==> config.mk <==
export PLATFORM = sky130hd
export DESIGN_NAME = scl_top
export DESIGN_NICKNAME = d
export VERILOG_FILES = /design/src/rtl/scl_pkg.sv /design/src/rtl/scl_top.sv
export SDC_FILE = /design/constraint.sdc
export NUM_CORES = 1
export LEC_CHECK = 0
export ABC_AREA = 0
export BUFFER_PORTS_ARGS = -buffer_cell sky130_fd_sc_hd__buf_2
export CAP_MARGIN = 20
export CORE_AREA = 2 2 84 86
export DETAILED_ROUTE_END_ITERATION = 10
export DIE_AREA = 0 0 86 88
export GPL_ROUTABILITY_DRIVEN = 0
export GPL_TIMING_DRIVEN = 0
export PLACE_DENSITY = 0.62
export SYNTH_ARGS = -nofsm -noshare
export SYNTH_HDL_FRONTEND = slang
export SYNTH_SLANG_ARGS = --single-unit
==> constraint.sdc <==
create_clock -name i_clk -period 1.3 [get_ports i_clk]
set_clock_uncertainty 0.2 [all_clocks]
set_input_delay 0.065 -clock i_clk [delete_from_list [all_inputs] [get_ports i_clk]]
set_output_delay 0.065 -clock i_clk [all_outputs]
set_load 0.1 [all_outputs]
==> src/rtl/scl_pkg.sv <==
// constants for the sequencer condition mux and addressable latch
package scl_pkg;
	// ==========================================================
	// clock and sequencer step timing
	localparam int CLK_PERIOD_NS = 10;
	localparam int STEP_NS = 50;
	localparam int HOST_STATE_NS = 100;
	localparam int STEP_CYC = (STEP_NS + CLK_PERIOD_NS - 1) / CLK_PERIOD_NS;
	localparam int STEP_CNT_W = 4;

	// ==========================================================
	// host register port
	localparam int ADDR_W = 2;
	localparam logic [ADDR_W-1:0] OFS_CMD = 2'h0;
	localparam logic [ADDR_W-1:0] OFS_STATUS = 2'h1;
	localparam logic [ADDR_W-1:0] OFS_SCSI = 2'h2;
	localparam logic [ADDR_W-1:0] OFS_TAPE = 2'h3;

	// command register layout
	localparam int CMD_W = 6;
	localparam int CMD_VALID_BIT = 6;
	localparam int CMD_PARITY_BIT = 7;

	// status register layout
	localparam int ST_DMSG_BIT = 0;
	localparam int ST_VALID_BIT = 1;
	localparam int ST_SCSI_PEND_BIT = 2;
	localparam int ST_TAPE_PEND_BIT = 3;
	localparam int ST_INT_BIT = 4;
	localparam int ST_TRDY_BIT = 5;
	localparam int ST_EXC_BIT = 6;
	localparam int ST_PARITY_BIT = 7;

	// ==========================================================
	// condition select codes
	localparam logic [3:0] SEL_VALID = 4'h0;
	localparam logic [3:0] SEL_DDACK = 4'h1;
	localparam logic [3:0] SEL_DREQ = 4'h2;
	localparam logic [3:0] SEL_TACK = 4'h3;
	localparam logic [3:0] SEL_XACK_REQ = 4'h4;
	localparam logic [3:0] SEL_XACK_NREQ = 4'h5;
	localparam logic [3:0] SEL_MSG_TRDY = 4'h6;
	localparam logic [3:0] SEL_EXC = 4'h7;
	localparam logic [3:0] SEL_BUSY = 4'h8;
	localparam logic [3:0] SEL_ONE = 4'h9;
	localparam logic [3:0] SEL_XACK = 4'hA;
	localparam logic [3:0] SEL_DREQ_DDACK = 4'hB;
	localparam logic [3:0] SEL_TRDY = 4'hC;

	// ==========================================================
	// addressable latch bit positions
	localparam int LB_ATTN = 0;
	localparam int LB_SRST = 1;
	localparam int LB_HINT = 2;
	localparam int LB_XREQ = 3;
	localparam int LB_TONL = 4;
	localparam int LB_TRIE = 5;
	localparam int LB_TRST = 6;
	localparam int LB_SACK = 7;
	localparam logic [7:0] LATCH_RST = 8'h00;
endpackage

==> src/rtl/scl_top.sv <==
// condition select mux, addressable latch unit and host command register
// ==========================================================
module scl_top
	import scl_pkg::*;
(
	input wire logic i_clk, // 100 MHz clock
	input wire logic i_resetn, // async reset, active low
	// sequencer side
	input wire logic [8:3] i_seq_lines, // sequencer output lines P3..P8
	input wire logic i_ready_req, // sequencer ready request
	input wire logic i_cmd_ack, // sequencer clears valid flag
	input wire logic i_scsi_done, // sequencer finished disk select
	input wire logic i_tape_done, // sequencer finished tape command
	output logic o_condition_input, // registered condition to sequencer
	output logic [5:0] o_branch_address_inputs, // command to branch inputs
	output logic o_step, // one-cycle sequencer step enable
	// host register port
	input wire logic [scl_pkg::ADDR_W-1:0] i_addr, // register address
	input wire logic [7:0] i_wdata, // write data
	input wire logic i_wr, // write strobe
	input wire logic i_rd, // read strobe
	output logic [7:0] o_rdata, // read data, cycle after read strobe
	output logic o_ready, // host bus ready
	output logic o_host_interrupt_line, // interrupt to host
	output logic o_xfer_req, // host transfer request
	output logic [7:0] o_port_data, // byte last written to a port
	output logic o_scsi_pend, // disk select byte waiting
	output logic o_tape_pend, // tape command byte waiting
	// pins from outside (synchronised)
	input wire logic i_ddack, // disk dma acknowledge
	input wire logic i_dreq, // disk request
	input wire logic i_tack, // tape acknowledge
	input wire logic i_xack, // host transfer acknowledge
	input wire logic i_exc, // tape exception
	input wire logic i_busy, // disk busy sense
	input wire logic i_msg, // disk message line
	input wire logic i_cd, // disk command/data line
	input wire logic i_trdy, // tape ready
	input wire logic i_parity_err, // transceiver parity error
	// pins to outside
	output logic o_dmsg, // disk message flag
	output logic o_scsi_attn, // disk attention
	output logic o_scsi_rst, // disk reset
	output logic o_scsi_ack, // disk acknowledge
	output logic o_tape_online, // tape online
	output logic o_tape_rst // tape reset
);
	import scl_pkg::*;

	// ==========================================================
	// pin synchronisers
	localparam int NSYNC = 10;
	logic [NSYNC-1:0] pin_raw;
	logic [NSYNC-1:0] sync1_r;
	logic [NSYNC-1:0] sync2_r;
	logic ddack_s;
	logic dreq_s;
	logic tack_s;
	logic xack_s;
	logic exc_s;
	logic busy_s;
	logic msg_s;
	logic cd_s;
	logic trdy_s;
	logic parity_s;

	assign pin_raw = {i_parity_err, i_trdy, i_cd, i_msg, i_busy,
		i_exc, i_xack, i_tack, i_dreq, i_ddack};

	always_ff @(posedge i_clk or negedge i_resetn)
	begin
		if (!i_resetn)
		begin
			sync1_r <= '0;
			sync2_r <= '0;
		end
		else
		begin
			sync1_r <= pin_raw;
			sync2_r <= sync1_r;
		end
	end

	assign {parity_s, trdy_s, cd_s, msg_s, busy_s,
		exc_s, xack_s, tack_s, dreq_s, ddack_s} = sync2_r;

	// ==========================================================
	// sequencer step divider
	logic [STEP_CNT_W-1:0] step_cnt_r;

	always_ff @(posedge i_clk or negedge i_resetn)
	begin
		if (!i_resetn)
		begin
			step_cnt_r <= '0;
			o_step <= 1'b0;
		end
		else if (step_cnt_r == STEP_CNT_W'(STEP_CYC - 1))
		begin
			step_cnt_r <= '0;
			o_step <= 1'b1;
		end
		else
		begin
			step_cnt_r <= step_cnt_r + 1'b1;
			o_step <= 1'b0;
		end
	end

	// ==========================================================
	// addressable latch unit
	logic [7:0] latch_r;
	logic latch_rstn;
	logic [2:0] latch_addr;

	assign latch_addr = i_seq_lines[6:4];

	// P3 clears asynchronously
	// gated reset: P3 must come glitch-free from the sequencer register
	assign latch_rstn = i_resetn & ~i_seq_lines[3];

	always_ff @(posedge i_clk or negedge latch_rstn)
	begin
		if (!latch_rstn)
			latch_r <= LATCH_RST;
		else if (o_step && i_seq_lines[8])
			latch_r[latch_addr] <= i_seq_lines[7];
	end

	always_ff @(posedge i_clk or negedge i_resetn)
	begin
		if (!i_resetn)
		begin
			o_scsi_attn <= 1'b0;
			o_scsi_rst <= 1'b0;
			o_host_interrupt_line <= 1'b0;
			o_xfer_req <= 1'b0;
			o_tape_online <= 1'b0;
			o_tape_rst <= 1'b0;
			o_scsi_ack <= 1'b0;
		end
		else
		begin
			o_scsi_attn <= latch_r[LB_ATTN];
			o_scsi_rst <= latch_r[LB_SRST];
			o_host_interrupt_line <= latch_r[LB_HINT];
			o_xfer_req <= latch_r[LB_XREQ];
			o_tape_online <= latch_r[LB_TONL];
			o_tape_rst <= latch_r[LB_TRST];
			o_scsi_ack <= latch_r[LB_SACK];
		end
	end

	// ==========================================================
	// condition select mux
	logic [3:0] cond_sel;
	logic valid_r;
	logic cond_nxt;

	assign cond_sel = i_seq_lines[6:3];

	always_comb
	begin
		unique case (cond_sel)
			SEL_VALID: cond_nxt = valid_r;
			SEL_DDACK: cond_nxt = ddack_s;
			SEL_DREQ: cond_nxt = dreq_s;
			SEL_TACK: cond_nxt = tack_s;
			SEL_XACK_REQ: cond_nxt = xack_s & latch_r[LB_XREQ];
			SEL_XACK_NREQ: cond_nxt = xack_s & ~latch_r[LB_XREQ];
			SEL_MSG_TRDY: cond_nxt = (msg_s & cd_s)
				| (latch_r[LB_TRIE] & trdy_s);
			SEL_EXC: cond_nxt = exc_s;
			SEL_BUSY: cond_nxt = busy_s;
			SEL_ONE: cond_nxt = 1'b1;
			SEL_XACK: cond_nxt = xack_s;
			SEL_DREQ_DDACK: cond_nxt = dreq_s & ddack_s;
			SEL_TRDY: cond_nxt = trdy_s;
			default: cond_nxt = 1'b0;
		endcase
	end

	always_ff @(posedge i_clk or negedge i_resetn)
	begin
		if (!i_resetn)
			o_condition_input <= 1'b0;
		else
			o_condition_input <= cond_nxt;
	end

	// ==========================================================
	// ready and disk message
	// registered here: adds one cycle of lag, well inside a 100 ns state
	always_ff @(posedge i_clk or negedge i_resetn)
	begin
		if (!i_resetn)
		begin
			o_ready <= 1'b1;
			o_dmsg <= 1'b0;
		end
		else
		begin
			o_ready <= i_ready_req | (~ddack_s & ~i_ready_req);
			o_dmsg <= msg_s & cd_s;
		end
	end

	// ==========================================================
	// host command register and port intercepts
	logic parity_r;
	logic host_cmd_wr;
	logic scsi_wr;
	logic tape_wr;

	assign host_cmd_wr = i_wr && (i_addr == OFS_CMD);
	assign scsi_wr = i_wr && (i_addr == OFS_SCSI);
	assign tape_wr = i_wr && (i_addr == OFS_TAPE);

	always_ff @(posedge i_clk or negedge i_resetn)
	begin
		if (!i_resetn)
		begin
			o_branch_address_inputs <= '0;
			valid_r <= 1'b0;
		end
		else
		begin
			if (host_cmd_wr)
				o_branch_address_inputs <= i_wdata[CMD_W-1:0];
			// ack clears; a new command wins
			if (host_cmd_wr)
				valid_r <= 1'b1;
			else if (i_cmd_ack)
				valid_r <= 1'b0;
		end
	end

	always_ff @(posedge i_clk or negedge i_resetn)
	begin
		if (!i_resetn)
			parity_r <= 1'b0;
		else if (parity_s)
			parity_r <= 1'b1;
		else if (host_cmd_wr && !i_wdata[CMD_PARITY_BIT])
			parity_r <= 1'b0;
	end

	// hold port bytes for the sequencer
	always_ff @(posedge i_clk or negedge i_resetn)
	begin
		if (!i_resetn)
		begin
			o_port_data <= 8'h00;
			o_scsi_pend <= 1'b0;
			o_tape_pend <= 1'b0;
		end
		else
		begin
			if (scsi_wr || tape_wr)
				o_port_data <= i_wdata;
			if (scsi_wr)
				o_scsi_pend <= 1'b1;
			else if (i_scsi_done)
				o_scsi_pend <= 1'b0;
			if (tape_wr)
				o_tape_pend <= 1'b1;
			else if (i_tape_done)
				o_tape_pend <= 1'b0;
		end
	end

	// ==========================================================
	// read port
	logic [7:0] status_val;

	always_comb
	begin
		status_val = 8'h00;
		status_val[ST_DMSG_BIT] = o_dmsg;
		status_val[ST_VALID_BIT] = valid_r;
		status_val[ST_SCSI_PEND_BIT] = o_scsi_pend;
		status_val[ST_TAPE_PEND_BIT] = o_tape_pend;
		status_val[ST_INT_BIT] = latch_r[LB_HINT];
		status_val[ST_TRDY_BIT] = trdy_s;
		status_val[ST_EXC_BIT] = exc_s;
		status_val[ST_PARITY_BIT] = parity_r;
	end

	always_ff @(posedge i_clk or negedge i_resetn)
	begin
		if (!i_resetn)
			o_rdata <= 8'h00;
		else if (i_rd)
		begin
			unique case (i_addr)
				OFS_CMD: o_rdata <= {parity_r, valid_r,
					o_branch_address_inputs};
				OFS_STATUS: o_rdata <= status_val;
				OFS_SCSI, OFS_TAPE: o_rdata <= o_port_data;
			endcase
		end
		else
			o_rdata <= 8'h00;
	end
endmodule // scl_top

# Yosys cells after proc, flatten, opt, wreduce, memory -nomap -nowiden
# Index checks and enable logic that the tools add are counted.
# classes
n_bitwise	13
mux	16
addsub	1
order_cmp	2
reduce_logical	15
eq_ne	16
# op_table
op	n
$pmux W8 S3	1
$eq A4 B3 Y1 const B	5
$eq A4 B4 Y1 const B	5
$pmux W1 S13	1
$mux W1	10
$bwmux W8	1
$eq A4 B2 Y1 const B	2
$mux W8	1
$reduce_bool A2 Y1	4
$and A1 B1 Y1	7
$logic_and A1 B1 Y1	6
$add A4 B1 Y4 const B	1
$eq A2 B2 Y1 const B	2
$eq A4 B1 Y1 const B	1
$logic_not A4 Y1	1
$lt A3 B4 Y1 const B	1
$mux W4	1
$not A1 Y1	4
$demux W1 S3	1
$ge A3 B1 Y1 const B	1
$eq A2 B1 Y1 const B	1
$logic_not A2 Y1	1
$or A1 B1 Y1	2
$reduce_or A2 Y1	1
other kinds (2)	2
# totals
in_bits	34
reg_bits	69
word_cells	85
output_inout_bits	35

# Logic depth before layout (Yosys ltp)
# logic_depth
word_depth	5
ltp_mapped	6
depth_no_buf	5

# Least setup slack after synthesis
# No wires, ideal clock.
# synth_timing
kind	register to register
start	register o_step
end	register latch_r[1]
path_stages_with_launch	4
path_buffers	0
required_time_ns	0.972
arrival_ns	1.724
path_slack_ns	-0.752
synth_period_minus_slack_ns	2.052
setup_ns	0.128
cell_sequence	dfrtp_1 nand3_1 nor3_1 mux2_1
# synth_between
elab_chain_cells	1
# synth_lines
element	line_no	text
start, declared	scl_top.sv:16	output logic o_step,
start signal, assigned	scl_top.sv:96	o_step <= 1'b0;
start signal, assigned	scl_top.sv:101	o_step <= 1'b1;
start signal, assigned	scl_top.sv:106	o_step <= 1'b0;
$logic_and A1 B1 Y1	scl_top.sv:126	else if (o_step && i_seq_lines[8])
end signal, assigned by index	scl_top.sv:127	latch_r[latch_addr] <= i_seq_lines[7];
end, declared	scl_top.sv:112	logic [7:0] latch_r;
# Every way passes these cells.
# A chain may end at the register's enable or synchronous reset.

# Worst setup path after layout
# layout_timing
start	register o_step
end	register latch_r[0]
# Same word-level chain as after synthesis.

==> flow_summary.ini <==
[outcome]
status = complete, but fails checks
violations = hold timing, setup timing

[die]
die-area_mm2 = 0.00757
io_pins = 69
die_h_um = 88
die_width_um = 86
row_count = 30
start_util_pct = 38.6
core-area_mm2 = 0.00664

[drt]
avgRoutedWirePerCell_um = 14.3
vias = 1777
wirelength_mm = 5.53
first_iter_violations = 66
drt-vias-per-instance = 4.58
drc = 0
drtAntennaViolNets = 0
dr.pass1.iters = 4

[global_routing]
grt_max_degree = 42
grt-busiest-layer = met2
use_met1_pct = 21.0
grt_pass1_vias = 1786
grt_use_met2_pct = 24.1
gr-total-overflow = 0
grt_antenna_before_repair = 0
use_met3_pct = 4.34
grt_usage_pct = 15.8
grt_pass1_wl_mm = 8.93

[critical_path]
crit_chain = nand3b_4 -> nor3_2 -> mux2_1
r2r_end = latch_r[0]
worstSetupEndpointType = flop
slowest_delay_ns = 0.47
path_max_fanout = 4
cp-startpoint = o_step
r2r_start = o_step
cp-start-kind = flop
arrival_ns = 1.41
crit_family = flip-flops
critical_path_class = reg2reg
critPathBufInv = 0
worstPathRequired_ns = 1.33
r2r_cells = 3
reg2reg_setup_slack_ns = -0.08
crit_slowest_cell = dfrtp_4

[synth]
netlist_area_mm2 = 0.00257
synth_cell_types = 33
avgSynthCellArea_um2 = 13.0
yosys_warnings = 0
synth_seq_area_share_pct = 67.3
synth_cells = 197
synth_nets = 233
ys_ff_latch = 69

[clocking]
cts.clk_slew.worst_paths_ns = 0.08
cts_sinks = 69
htree_levels = 3
cts_root_buf = clkbuf_8
post-cts-setup-buffers = 0
clockBufferDepth = 2
clkLatencyLatePin_ns = 0.35
cts_tree = done
cts_made_buffers = 9

[flow_run]
maxCapViolations = 0

[placed_design]
post-dp-hpwl_mm = 3.45
io_buffers = 65
place_ws_ns = -0.0993
placed_cell_area_mm2 = 0.00308

[final_layout]
drive_above_1_share_pct = 45.5
nets = 339
layout_common_cells = dfrtp_1 (50), buf_2 (34), dlygate4sd3_1 (29)
layout_commonest_cell = dfrtp_1
area.growth.synth_to_final_pct = 51.3
antenna_cells = 0
postLayoutCellArea_mm2 = 0.00388
fin_util_pct = 58.5

[sta]
worst_pin_slew_ns = 0.524
finalMaxSlewViolations = 0
post-route-period-util_pct = 106
finalHoldViolCount = 63
hold_slack_ns = -0.512
setup_slack_ns = -0.0822
timing.fmax_ghz = 0.723
timing.slew.headroom_pct = 65.0
finalSetupViolCount = 11
rsz0062_at_grt = yes
period_minus_slack_ns = 1.38

[min_path]
hold_path_class = in2async

[pwr]
p_per_area_mw_per_mm2 = 1490
leakage_nw = 1.83
vdd.ir_drop.worst_mv = 0.607
-- cells by family after synthesis --
group	synth area share, %
compound gates	4.49
mux	10.6
simple gates	13.6
fa+ha+maj	0.975
xor+xnor	0.683
buf+inv	2.39
flops	67.3
-- metal layers --
metal  vias up  share of wire (%)
li1        867                  -
met5         -                  0
met3         7                4.1
met4         0                1.7
met2        44                 49
met1       859                 46
-- layout make-up --
type                            instances  area (µm²)
Buffer                                  6        42.5
Clock buffer                            9         124
Clock inverter                          7        51.3
Fill cell                             540        2760
Inverter                                5        18.8
Multi-Input combinational cell        117         885
Sequential cell                        69        1780
Tap cell                               80         100
Timing Repair Buffer                   95         887
-- what timing repair did --
| item | 4_1_cts | 5_1_grt |
|---|---|---|
| endpoints found under the setup margin | 44 | 37 |
| endpoints found under the hold margin | 114 | 65 |
| gates cloned | 0 | 0 |
| resized for setup | 73 | 25 |
| pin swaps | 4 | 4 |
| hold buffers | 28 | 1 |
-- flip-flops by register name, indices dropped and copies added, names as in the netlist --
| register | flops |
|---|---|
| o_host_interrupt_line | 1 |
| o_scsi_pend | 1 |
| o_ready | 1 |
| o_xfer_req | 1 |
| parity_r | 1 |
| sync2_r | 10 |
| o_condition_input | 1 |
| sync1_r | 10 |
| latch_r | 8 |
| o_step | 1 |
| o_tape_online | 1 |
| o_tape_pend | 1 |
| o_scsi_rst | 1 |
| o_tape_rst | 1 |
| o_scsi_attn | 1 |
| valid_r | 1 |
| o_branch_address_inputs | 6 |
| o_rdata | 8 |
| o_port_data | 8 |
| o_dmsg | 1 |
| step_cnt_r | 4 |
| o_scsi_ack | 1 |
-- worst max-delay path by stage --
stage | to | slack [ns] | cells after the start
floorplan | latch_r[3] | -0.21 | 3
global placement | latch_r[7] | -0.41 | 2
detailed placement | o_condition_input | -0.1 | 4
CTS | latch_r[1] | -0.08 | 3
global route | latch_r[0] | -0.14 | 3
finish | latch_r[0] | -0.08 | 3
-- worst reg2reg max path: stages (launching register included) --
cell and delay [ns]:
dfrtp_4 0.47, nand3b_4 0.13, nor3_2 0.14, mux2_1 0.33
-- cell usage after synthesis --
| master | number | share of area (%) |
|---|---|---|
| dfrtp_1 | 68 | 66 |
| nand2_1 | 28 | 4.1 |
| mux2_2 | 12 | 5.3 |
| nor2_1 | 11 | 1.6 |
| and2_1 | 9 | 2.2 |
| o21ai_0 | 9 | 1.8 |
| mux2i_1 | 8 | 3.1 |
| inv_1 | 5 | 0.73 |
| mux2_1 | 5 | 2.2 |
| nand2b_1 | 5 | 1.2 |
| nor3_1 | 5 | 0.97 |
| buf_2 | 4 | 0.78 |
| nand3_1 | 4 | 0.78 |
| buf_6 | 2 | 0.88 |
| ha_1 | 2 | 0.97 |
| o21ai_1 | 2 | 0.39 |
| xnor2_1 | 2 | 0.68 |
| a2111oi_0 | 1 | 0.34 |
| a211o_1 | 1 | 0.34 |
| a21o_1 | 1 | 0.29 |
| a21oi_1 | 1 | 0.19 |
| a311oi_1 | 1 | 0.34 |
| a31oi_1 | 1 | 0.24 |
| and2b_1 | 1 | 0.29 |
| dfstp_2 | 1 | 1.0 |
| nand2_2 | 1 | 0.24 |
| nand2b_4 | 1 | 0.54 |
| nand3b_4 | 1 | 0.78 |
| nor2b_1 | 1 | 0.24 |
| nor3b_1 | 1 | 0.29 |
| o22ai_1 | 1 | 0.24 |
| o41ai_1 | 1 | 0.34 |
| or2b_1 | 1 | 0.29 |
-- per-stage QoR --
step           total power [mW]  setup TNS (ns)  cells
5_1_grt                    6.02           -1.09    388
3_5_place_dp               3.95          -0.370    343
4_1_cts                    5.77          -0.578    387
6_report                   5.80          -0.451    388
2_1_floorplan              3.64           -1.56    197
3_3_place_gp               3.93          -18.61    342
-- power by group --
part	internal, mW	leakage, nW	total, mW	switching, mW
registers	2.36	0.831	2.50	0.131
clock network	0.697	0.0856	1.57	0.873
logic	0.528	0.910	1.74	1.21
total	3.59	1.83	5.80	2.21
(Power assumes the default switching activity.)
